File: src/sfic_pkg.sv
// What this block does
// Width select maps codes to 6..14 bits
// Queue enabled caps 14-bit to 12-bit
// Range field selects full-scale range
// Results sign-extended into output registers 0x02-0x07
// Software programs threshold 1 to 31
// Queue functions need enable, except clear
// Disabled queue flags report default values
// Policy 0 writes while entries free
// Policy 1 stops at threshold level
// Disabled writes outputs, enabled writes queue
// Clear bit zeroes pointers and entries
// Queue writes gated by enable bit
// Drive type selects open-drain or push-pull
// Polarity bit sets asserted pin level
// Wake event raises interrupt when enabled
// New sample raises interrupt when enabled
// Empty interrupt only at count zero
// Full interrupt only at count 32
// Threshold interrupt at programmed level
// Combined activity interrupt only in combined mode
// Enabled pending sources ORed onto pin
package sfic_pkg;
    // ----------------------------------------
    // Register map
    // ----------------------------------------
    localparam logic [7:0] ADDR_OUT_FIRST = 8'h02;
    localparam logic [7:0] ADDR_OUT_LAST = 8'h07;
    localparam logic [7:0] ADDR_STATUS = 8'h08;
    localparam logic [7:0] ADDR_RANGE_RES = 8'h15;
    localparam logic [7:0] ADDR_QUEUE_CTL = 8'h16;
    localparam logic [7:0] ADDR_IRQ_CTL = 8'h17;
    localparam logic [7:0] RESET_VALUE = 8'h00;
    // ----------------------------------------
    // Queue geometry
    // ----------------------------------------
    localparam int QUEUE_DEPTH = 32;
    localparam int QUEUE_WIDTH = 12;
    localparam logic [5:0] QUEUE_FULL_COUNT = 6'h20;
    localparam logic [3:0] WIDTH_MAX_QUEUE = 4'hc;
    localparam logic [2:0] WSEL_14BIT = 3'h5;
    // ----------------------------------------
    // Status bit positions (own layout)
    // ----------------------------------------
    localparam int ST_NEW_DATA = 0;
    localparam int ST_EMPTY = 1;
    localparam int ST_FULL = 2;
    localparam int ST_THRESH = 3;
    localparam logic [7:0] STATUS_DEFAULT = 8'h02;

    typedef struct packed {
        logic rsv7;
        logic [2:0] range_select;
        logic rsv3;
        logic [2:0] sample_width_select;
    } sfic_range_t;

    typedef struct packed {
        logic queue_clear;
        logic queue_enable;
        logic overflow_policy;
        logic [4:0] queue_threshold_level;
    } sfic_qctl_t;

    typedef struct packed {
        logic combined_activity_irq_enable;
        logic queue_level_irq_enable;
        logic queue_full_irq_enable;
        logic queue_empty_irq_enable;
        logic new_sample_irq_enable;
        logic wake_irq_enable;
        logic irq_polarity;
        logic irq_drive_type;
    } sfic_irqctl_t;

    typedef struct packed {
        logic [2:0] axis;
        logic [13:0] value;
    } sfic_sample_t;
endpackage

File: src/sfic_top.sv
`timescale 1ns/1ps
module sfic_top (
    input wire logic sys_clk,
    input wire logic arst_n,
    input wire logic [7:0] reg_addr,
    input wire logic [7:0] reg_wdata,
    input wire logic reg_wr,
    input wire logic reg_rd,
    output logic [7:0] reg_rdata,
    input wire logic sample_valid,
    input wire logic [13:0] sample_x,
    input wire logic [13:0] sample_y,
    input wire logic [13:0] sample_z,
    input wire logic wake_event,
    input wire logic activity_event,
    input wire logic combined_watch_active_mode,
    output logic [2:0] range_select,
    output logic irq_pin_level,
    output logic irq_pin_oe_n
);
    // ----------------------------------------
    // State
    // ----------------------------------------
    typedef struct packed {
        sfic_pkg::sfic_range_t rng;
        sfic_pkg::sfic_qctl_t qctl;
        sfic_pkg::sfic_irqctl_t ictl;
        logic [7:0] rdata;
        logic [2:0][13:0] outreg;
        logic [4:0] wptr;
        logic [4:0] rptr;
        logic [5:0] count;
        logic new_data;
        logic wake_pend;
        logic act_pend;
        logic pin_o;
        logic pin_oe_n;
    } sfic_state_t;

    sfic_state_t st_ff;
    sfic_state_t nxt_st;
    logic [2:0][11:0] queue_mem_ff [sfic_pkg::QUEUE_DEPTH];
    logic [3:0] width_bits;
    logic [3:0] eff_width;
    logic [2:0][13:0] shaped;
    logic queue_write;
    logic queue_read;
    logic [7:0] status;
    logic irq_any;

    // Width decode, reserved codes fall back to 6 bits
    always_comb
    begin
        case (st_ff.rng.sample_width_select)
            3'h0: width_bits = 4'h6;
            3'h1: width_bits = 4'h7;
            3'h2: width_bits = 4'h8;
            3'h3: width_bits = 4'ha;
            3'h4: width_bits = 4'hc;
            3'h5: width_bits = 4'he;
            default: width_bits = 4'h6;
        endcase
        if (st_ff.qctl.queue_enable && st_ff.rng.sample_width_select == sfic_pkg::WSEL_14BIT)
        begin
            eff_width = sfic_pkg::WIDTH_MAX_QUEUE;
        end
        else
        begin
            eff_width = width_bits;
        end
    end

    // Truncate to width, then sign-extend
    function automatic logic [13:0] shape(input logic [13:0] raw, input logic [3:0] w);
        logic [13:0] r;
        r = raw;
        for (int b = 0; b < 14; b++)
        begin
            if (b >= 32'(w))
            begin
                r[b] = raw[w - 4'h1];
            end
        end
        return r;
    endfunction

    // ----------------------------------------
    // Queue control
    // ----------------------------------------
    // Write strobe is the clock gate: no enable, no write activity
    always_comb
    begin
        shaped[0] = shape(sample_x, eff_width);
        shaped[1] = shape(sample_y, eff_width);
        shaped[2] = shape(sample_z, eff_width);
        queue_write = sample_valid && st_ff.qctl.queue_enable
            && st_ff.count != sfic_pkg::QUEUE_FULL_COUNT
            && !(st_ff.qctl.overflow_policy
                 && st_ff.count >= {1'b0, st_ff.qctl.queue_threshold_level});
        queue_read = reg_rd && st_ff.qctl.queue_enable && st_ff.count != 6'h00
            && reg_addr == sfic_pkg::ADDR_OUT_LAST;
    end

    // Queue flags report defaults while the queue is off; new-data stays live
    always_comb
    begin
        status = sfic_pkg::STATUS_DEFAULT;
        status[sfic_pkg::ST_NEW_DATA] = st_ff.new_data;
        if (st_ff.qctl.queue_enable)
        begin
            status[sfic_pkg::ST_EMPTY] = st_ff.count == 6'h00;
            status[sfic_pkg::ST_FULL] = st_ff.count == sfic_pkg::QUEUE_FULL_COUNT;
            status[sfic_pkg::ST_THRESH] = st_ff.count >= {1'b0, st_ff.qctl.queue_threshold_level};
        end
    end

    // Threshold 0 is software's fault; it then trips at once
    always_comb
    begin
        irq_any = (st_ff.ictl.new_sample_irq_enable && st_ff.new_data)
            || (st_ff.ictl.wake_irq_enable && st_ff.wake_pend)
            || (st_ff.ictl.combined_activity_irq_enable && st_ff.act_pend);
        if (st_ff.qctl.queue_enable)
        begin
            irq_any = irq_any
                || (st_ff.ictl.queue_empty_irq_enable && st_ff.count == 6'h00)
                || (st_ff.ictl.queue_full_irq_enable && st_ff.count == sfic_pkg::QUEUE_FULL_COUNT)
                || (st_ff.ictl.queue_level_irq_enable
                    && st_ff.count >= {1'b0, st_ff.qctl.queue_threshold_level});
        end
    end

    // ----------------------------------------
    // Next state
    // ----------------------------------------
    always_comb
    begin
        nxt_st = st_ff;
        nxt_st.rdata = 8'h00;
        if (reg_wr)
        begin
            if (reg_addr == sfic_pkg::ADDR_RANGE_RES)
            begin
                nxt_st.rng = reg_wdata;
                nxt_st.rng.rsv7 = 1'b0;
                nxt_st.rng.rsv3 = 1'b0;
            end
            else if (reg_addr == sfic_pkg::ADDR_QUEUE_CTL)
            begin
                nxt_st.qctl = reg_wdata;
            end
            else if (reg_addr == sfic_pkg::ADDR_IRQ_CTL)
            begin
                nxt_st.ictl = reg_wdata;
            end
        end
        if (reg_rd)
        begin
            if (reg_addr >= sfic_pkg::ADDR_OUT_FIRST && reg_addr <= sfic_pkg::ADDR_OUT_LAST)
            begin
                nxt_st.rdata = reg_addr[0]
                    ? {{2{st_ff.outreg[3'(reg_addr - 8'h02) >> 1][13]}},
                       st_ff.outreg[3'(reg_addr - 8'h02) >> 1][13:8]}
                    : st_ff.outreg[3'(reg_addr - 8'h02) >> 1][7:0];
            end
            else if (reg_addr == sfic_pkg::ADDR_STATUS)
            begin
                nxt_st.rdata = status;
                nxt_st.new_data = 1'b0;
                nxt_st.wake_pend = 1'b0;
                nxt_st.act_pend = 1'b0;
            end
            else if (reg_addr == sfic_pkg::ADDR_RANGE_RES)
            begin
                nxt_st.rdata = st_ff.rng;
            end
            else if (reg_addr == sfic_pkg::ADDR_QUEUE_CTL)
            begin
                nxt_st.rdata = st_ff.qctl;
            end
            else if (reg_addr == sfic_pkg::ADDR_IRQ_CTL)
            begin
                nxt_st.rdata = st_ff.ictl;
            end
        end
        // Set wins over read-clear
        if (wake_event)
        begin
            nxt_st.wake_pend = 1'b1;
        end
        if (activity_event && combined_watch_active_mode)
        begin
            nxt_st.act_pend = 1'b1;
        end
        if (sample_valid && (queue_write || !st_ff.qctl.queue_enable))
        begin
            nxt_st.new_data = 1'b1;
        end
        if (sample_valid && !st_ff.qctl.queue_enable)
        begin
            nxt_st.outreg[0] = shape(sample_x, eff_width);
            nxt_st.outreg[1] = shape(sample_y, eff_width);
            nxt_st.outreg[2] = shape(sample_z, eff_width);
        end
        if (queue_read)
        begin
            for (int a = 0; a < 3; a++)
            begin
                nxt_st.outreg[a] = {{2{queue_mem_ff[st_ff.rptr][a][11]}}, queue_mem_ff[st_ff.rptr][a]};
            end
            nxt_st.rptr = st_ff.rptr + 5'h01;
        end
        if (queue_write)
        begin
            nxt_st.wptr = st_ff.wptr + 5'h01;
        end
        nxt_st.count = st_ff.count + {5'h00, queue_write} - {5'h00, queue_read};
        if (st_ff.qctl.queue_clear)
        begin
            nxt_st.wptr = 5'h00;
            nxt_st.rptr = 5'h00;
            nxt_st.count = 6'h00;
            nxt_st.qctl.queue_clear = 1'b0;
        end
        // Polarity sets level; open-drain only pulls low
        nxt_st.pin_o = irq_any ~^ st_ff.ictl.irq_polarity;
        nxt_st.pin_oe_n = st_ff.ictl.irq_drive_type ? 1'b0 : !(irq_any ^ st_ff.ictl.irq_polarity);
    end

    always_ff @(posedge sys_clk or negedge arst_n)
    begin
        if (!arst_n)
        begin
            st_ff <= '0;
            st_ff.pin_o <= 1'b1;
            st_ff.pin_oe_n <= 1'b1;
        end
        else
        begin
            st_ff <= nxt_st;
        end
    end

    // Entries zeroed on clear; one cycle after the write, not truly async
    always_ff @(posedge sys_clk or negedge arst_n)
    begin
        if (!arst_n)
        begin
            for (int i = 0; i < sfic_pkg::QUEUE_DEPTH; i++)
            begin
                queue_mem_ff[i] <= '0;
            end
        end
        else if (st_ff.qctl.queue_clear)
        begin
            for (int i = 0; i < sfic_pkg::QUEUE_DEPTH; i++)
            begin
                queue_mem_ff[i] <= '0;
            end
        end
        else if (queue_write)
        begin
            queue_mem_ff[st_ff.wptr] <= {shaped[2][11:0], shaped[1][11:0], shaped[0][11:0]};
        end
    end

    assign reg_rdata = st_ff.rdata;
    assign range_select = st_ff.rng.range_select;
    assign irq_pin_level = st_ff.pin_o;
    assign irq_pin_oe_n = st_ff.pin_oe_n;

    // ----------------------------------------
    // Assertions
    // ----------------------------------------
    property p_full_stop;
        @(posedge sys_clk) disable iff (!arst_n)
        st_ff.count == sfic_pkg::QUEUE_FULL_COUNT && !queue_read && !st_ff.qctl.queue_clear
        |=> st_ff.count == sfic_pkg::QUEUE_FULL_COUNT;
    endproperty
    a_full_stop: assert property (p_full_stop) else $error("queue overfilled");

    property p_watermark;
        @(posedge sys_clk) disable iff (!arst_n)
        st_ff.qctl.overflow_policy && st_ff.count >= {1'b0, st_ff.qctl.queue_threshold_level} |-> !queue_write;
    endproperty
    a_watermark: assert property (p_watermark) else $error("write past watermark");

    property p_gate;
        @(posedge sys_clk) disable iff (!arst_n)
        !st_ff.qctl.queue_enable |-> !queue_write;
    endproperty
    a_gate: assert property (p_gate) else $error("write while disabled");

    property p_clear;
        @(posedge sys_clk) disable iff (!arst_n)
        st_ff.qctl.queue_clear |=> st_ff.count == 6'h00 && st_ff.wptr == 5'h00 && !st_ff.qctl.queue_clear;
    endproperty
    a_clear: assert property (p_clear) else $error("clear failed");

    property p_status_default;
        @(posedge sys_clk) disable iff (!arst_n)
        reg_rd && reg_addr == sfic_pkg::ADDR_STATUS && !st_ff.qctl.queue_enable
        |=> reg_rdata[3:1] == sfic_pkg::STATUS_DEFAULT[3:1];
    endproperty
    a_status_default: assert property (p_status_default) else $error("status not default");

    property p_pushpull;
        @(posedge sys_clk) disable iff (!arst_n)
        st_ff.ictl.irq_drive_type && $stable(st_ff.ictl) |=> !irq_pin_oe_n;
    endproperty
    a_pushpull: assert property (p_pushpull) else $error("push-pull not driving");

    property p_polarity;
        @(posedge sys_clk) disable iff (!arst_n)
        irq_any && st_ff.ictl.irq_drive_type |=> irq_pin_level == $past(st_ff.ictl.irq_polarity);
    endproperty
    a_polarity: assert property (p_polarity) else $error("wrong pin level");

    property p_empty_irq;
        @(posedge sys_clk) disable iff (!arst_n)
        st_ff.qctl.queue_enable && st_ff.ictl.queue_empty_irq_enable && st_ff.count == 6'h00 |-> irq_any;
    endproperty
    a_empty_irq: assert property (p_empty_irq) else $error("empty irq missing");

    property p_new_sample;
        @(posedge sys_clk) disable iff (!arst_n)
        sample_valid && !st_ff.qctl.queue_enable |=> st_ff.new_data;
    endproperty
    a_new_sample: assert property (p_new_sample) else $error("new data lost");

    property p_sign_hi;
        @(posedge sys_clk) disable iff (!arst_n)
        reg_rd && reg_addr >= sfic_pkg::ADDR_OUT_FIRST && reg_addr <= sfic_pkg::ADDR_OUT_LAST && reg_addr[0]
        |=> reg_rdata[7:6] == {2{reg_rdata[5]}};
    endproperty
    a_sign_hi: assert property (p_sign_hi) else $error("high byte not sign-extended");

    property p_width_cap;
        @(posedge sys_clk) disable iff (!arst_n)
        st_ff.qctl.queue_enable |-> eff_width <= sfic_pkg::WIDTH_MAX_QUEUE;
    endproperty
    a_width_cap: assert property (p_width_cap) else $error("queue width above cap");

    c_full: cover property (@(posedge sys_clk) st_ff.count == sfic_pkg::QUEUE_FULL_COUNT);
    c_clear: cover property (@(posedge sys_clk) st_ff.qctl.queue_clear && st_ff.count != 6'h00);
    c_irq: cover property (@(posedge sys_clk) !irq_pin_oe_n && st_ff.ictl.irq_polarity);
    c_watermark: cover property (@(posedge sys_clk) st_ff.qctl.overflow_policy && sample_valid && !queue_write);
endmodule

File: config.mk
export PLATFORM = sky130hd
export DESIGN_NAME = sfic_top
export DESIGN_NICKNAME = d
export VERILOG_FILES = /design/src/sfic_pkg.sv /design/src/sfic_top.sv
export SDC_FILE = /design/constraint.sdc
export NUM_CORES = 2
export LEC_CHECK = 0
export BUFFER_PORTS_ARGS = -buffer_cell sky130_fd_sc_hd__buf_2
export CORE_UTILIZATION = 60
export DETAILED_ROUTE_END_ITERATION = 8
export PLACE_DENSITY = 0.8
export REMOVE_ABC_BUFFERS = 1
export SYNTH_ARGS = -nofsm -noshare
export SYNTH_HDL_FRONTEND = slang
export SYNTH_SLANG_ARGS = --single-unit
File: constraint.sdc
create_clock -name sys_clk -period 4.6 [get_ports sys_clk]
set_input_delay 0.46 -clock sys_clk [delete_from_list [all_inputs] [get_ports sys_clk]]
set_output_delay 0.46 -clock sys_clk [all_outputs]
set_load 0.02 [all_outputs]
==> flow_summary_export.csv <==
group,metric,value,unit
clocking,cts_buffers,120,
hold_path,hold_path.class,"input pin to flip-flop",
sta,setup_viol,0,
global_routing,grt_pass1_wl,270000,um
drt,detail-route-antenna-nets,0,
critical_path,cp_cell_sequence,"nand2b_1, nor2_1, inv_2, ha_1, mux2_2, a2111oi_0, a21oi_1, and3_1, mux2i_4, buf_4, o21ai_0",
sta,max-slew-margin-rel,0.0853,
critical_path,cp-end-kind,"flip-flop",
power_and_ir_drop,comb_power_share,0.112,
outcome,outcome,"finished, final reports clean",
sta,max_freq,247,MHz
placed_design,dp.cells,5050,
synthesis,synth-seq-cells,1245,
sta,worst_clock_skew,25.6,ps
job,maxCapViolations,0,
clocking,clock_latency,720,ps
floorplanning,die_x,308,um
sta,rsz0062_at_grt,"no",
drt,wl_met1,65500,um
sta,worstMarginPinSlew,1370,ps
placed_design,gp_congestion,0.950,
critical_path,critical_path_depth,11,
critical_path,cp.buffers_inverters,2,
synthesis,netlist_instances,4012,
drt,dr_wl_met2,76800,um
power_and_ir_drop,power_frac_seq,0.466,
drt,vias,40900,
critical_path,worstPathArrival,4620,ps
clocking,path_clk_slew,70,ps
power_and_ir_drop,power_density,392,nW/um^2
critical_path,cp-start-kind,"flip-flop",
power_and_ir_drop,p_int,0.0181,W
floorplanning,io_pins,79,
synthesis,yosysSeqAreaShare,0.553,
hold_path,min_path_cells,2,
critical_path,r2r_cells,11,
clocking,clkSinkCount,1245,
finish,nets,4025,
floorplanning,rows,111,
drt,postRouteWirelength,179000,um
clocking,htree_levels,3,
clocking,clockBufferDepth,3,
synthesis,synth.avg_cell_area,14.0,um^2
finish,final_area,62800,um^2
drt,wl_met3,27300,um
synthesis,synthArstFlopShare,1.00,
critical_path,path_max_fanout,33,
synthesis,ys.flop_type,"dfrtp_1",
drt,drtPass1Iterations,5,
global_routing,grt_max_degree,139,
sta,slew_violations,0,
power_and_ir_drop,ir_drop,0.345,mV
global_routing,grt_pass1_vias,41500,
drt,drcViolationCount,0,
floorplanning,core_area,92400,um^2
drt,viasPerCell,7.73,
drt,drt-wirelength-per-cell,33.8,um
global_routing,antenna_found_initial,11,
drt,dr.max_layer_used,"met5",
finish,drive_above_1_share,0.229,
critical_path,slowest_stage,"ha_1",
floorplanning,die_area,95100,um^2
critical_path,crit_type,"flip-flop to flip-flop",
clocking,postCtsSetupRepairBufs,0,
critical_path,critPathRequiredTime,5180,ps
finish,final_cells,5286,
floorplanning,floorplan.initialDensity,0.610,
floorplanning,die_h,308,um
synthesis,yosysUniqueCellTypes,65,
sta,hold_viol,0,
critical_path,cpPeakStageDelay,670,ps
power_and_ir_drop,p_clk_frac,0.422,
global_routing,grt_usage,0.385,
finish,syn_to_final_growth,11.5,%
power_and_ir_drop,swShare,0.265,
clocking,root_buffer,"clkbuf_16",
synthesis,synth-edff-count,0,
sta,fin_crit_sh,0.879,
synthesis,ys_warn_count,0,
placed_design,detailed_place_hpwl,103000,um
placed_design,io_buffers,78,
synthesis,netlist_area,56300,um^2
sta,finalCriticalPeriod,4040,ps
drt,first_iter_violations,6415,
clocking,cts_tree,"yes",
placed_design,dpl_cell_area,58600,um^2
global_routing,grt.overflow.total,0,
critical_path,critical-path-top-delay-family,"compound AO/OA/AOI/OAI gates",
sta,finalSetupTns,0,ps
power_and_ir_drop,p_leak,27.4,nW
power_and_ir_drop,p_switching,0.00651,W
## per-layer routing
layer,up-vias,global-route usage
li1,15800,-
met1,21100,0.524
met2,3323,0.548
met3,655,0.153
met4,16,0.169
met5,-,0
## logic make-up (layout without fill, tap and decap cells)
logic type,Yosys count,count (layout),synth area share
xor gates and xnor gates,12,12,0.00187
other,0,4,0
DFF,1245,1245,0.553
buffers and inverters,496,523,0.0385
and+or+nand+nor,337,337,0.0355
adders and majority gates,23,23,0.00524
muxes,465,465,0.152
AOI/OAI and AO/OA,1434,1434,0.214
## timing repair
| item | CTS | global route |
|---|---|---|
| hold endpoints to repair | 93 | 0 |
| gates resized for setup | 0 | 0 |
| hold buffers | 7 | 0 |
## metrics by stage
stage               utilization  power [W]  worst slack, ps  hold WS (ps)
floorplan                     -     0.0130            -8620           164
global placement          0.634     0.0142              761           418
detailed placement        0.634     0.0143              719           417
CTS                       0.680     0.0245              707          4.27
global route              0.680     0.0252              352          17.1
finish                    0.680     0.0246              556          11.5
## sequential cells by signal, indices dropped and copies added (netlist names)
register and count:
st_ff 80, reg_rdata 8, queue_mem_ff 1152, range_select 3, irq_pin_oe_n 1, irq_pin_level 1
## Yosys cell counts (34+ instances only)
cell type / instances / area share
o21ai_0: 34 / 0.0030
o2bb2ai_1: 544 / 0.085
buf_2: 74 / 0.0066
a21oi_1: 72 / 0.0064
buf_1: 51 / 0.0034
clkbuf_1: 307 / 0.020
mux2_2: 50 / 0.010
nor2_1: 58 / 0.0039
dfrtp_1: 1243 / 0.55
a22o_1: 613 / 0.095
nand2_1: 94 / 0.0063
mux4_2: 307 / 0.12
nand3_1: 54 / 0.0048
mux2i_1: 108 / 0.019
## area by class of cell
class	count	area (um^2)
flip-flops and latches	1245	31200
clock buffers	171	3510
multi-input cells	2271	23600
repair buffers	273	2220
clock inverters	54	641
diodes	4	10.0
well taps	1243	1560
fillers	5998	29600
inverters	25	95.1
## worst register-to-register path, cell delays in order (launching register included)
cell	delay (ps)
dfrtp_1	540
nand2b_1	300
nor2_1	110
inv_2	170
ha_1	670
mux2_2	410
a2111oi_0	440
a21oi_1	180
and3_1	320
mux2i_4	160
buf_4	420
o21ai_0	180
## power groups by stage
| stage | Clock, W | Combinational [W] | Sequential, W |
|---|---|---|---|
| 2_1_floorplan | 0 | 0.00140 | 0.0116 |
| 3_3_place_gp | 0 | 0.00259 | 0.0116 |
| 3_5_place_dp | 0 | 0.00266 | 0.0116 |
| 4_1_cts | 0.0104 | 0.00268 | 0.0115 |
| 5_1_grt | 0.0108 | 0.00291 | 0.0115 |
| 6_report | 0.0104 | 0.00275 | 0.0115 |
## worst paths after layout
check	from	endpoint	slack [ps]
setup / recovery	st_ff[89]	st_ff[45]	560
hold / removal	reg_wdata[4]	range_select[0]	10
setup reg to reg	st_ff[89]	st_ff[45]	560
hold reg to reg	st_ff[71]	irq_pin_oe_n	430
max in group asynchronous	arst_n	reg_rdata[5]	2990
min in group asynchronous	arst_n	queue_mem_ff[603]	270
## cells in the final DEF (no fill, tap or decap), drive strengths merged, types with 15 or more instances in the layout
master and n:
a22o 613, nor2b 20, nor2 58, inv 27, ha 22, mux4 307, a31oi 21, o2bb2ai 544
clkinv 33, nand2b 19, a22oi 26, buf 266, and3 20, o221ai 26, clkbuf 171, o21ai 35
nand3 54, nand2 94, a221oi 15, dfrtp 1243, a21oi 73, mux2 50, mux2i 108, nor3 35
Power figures use the tool's default switching activity.
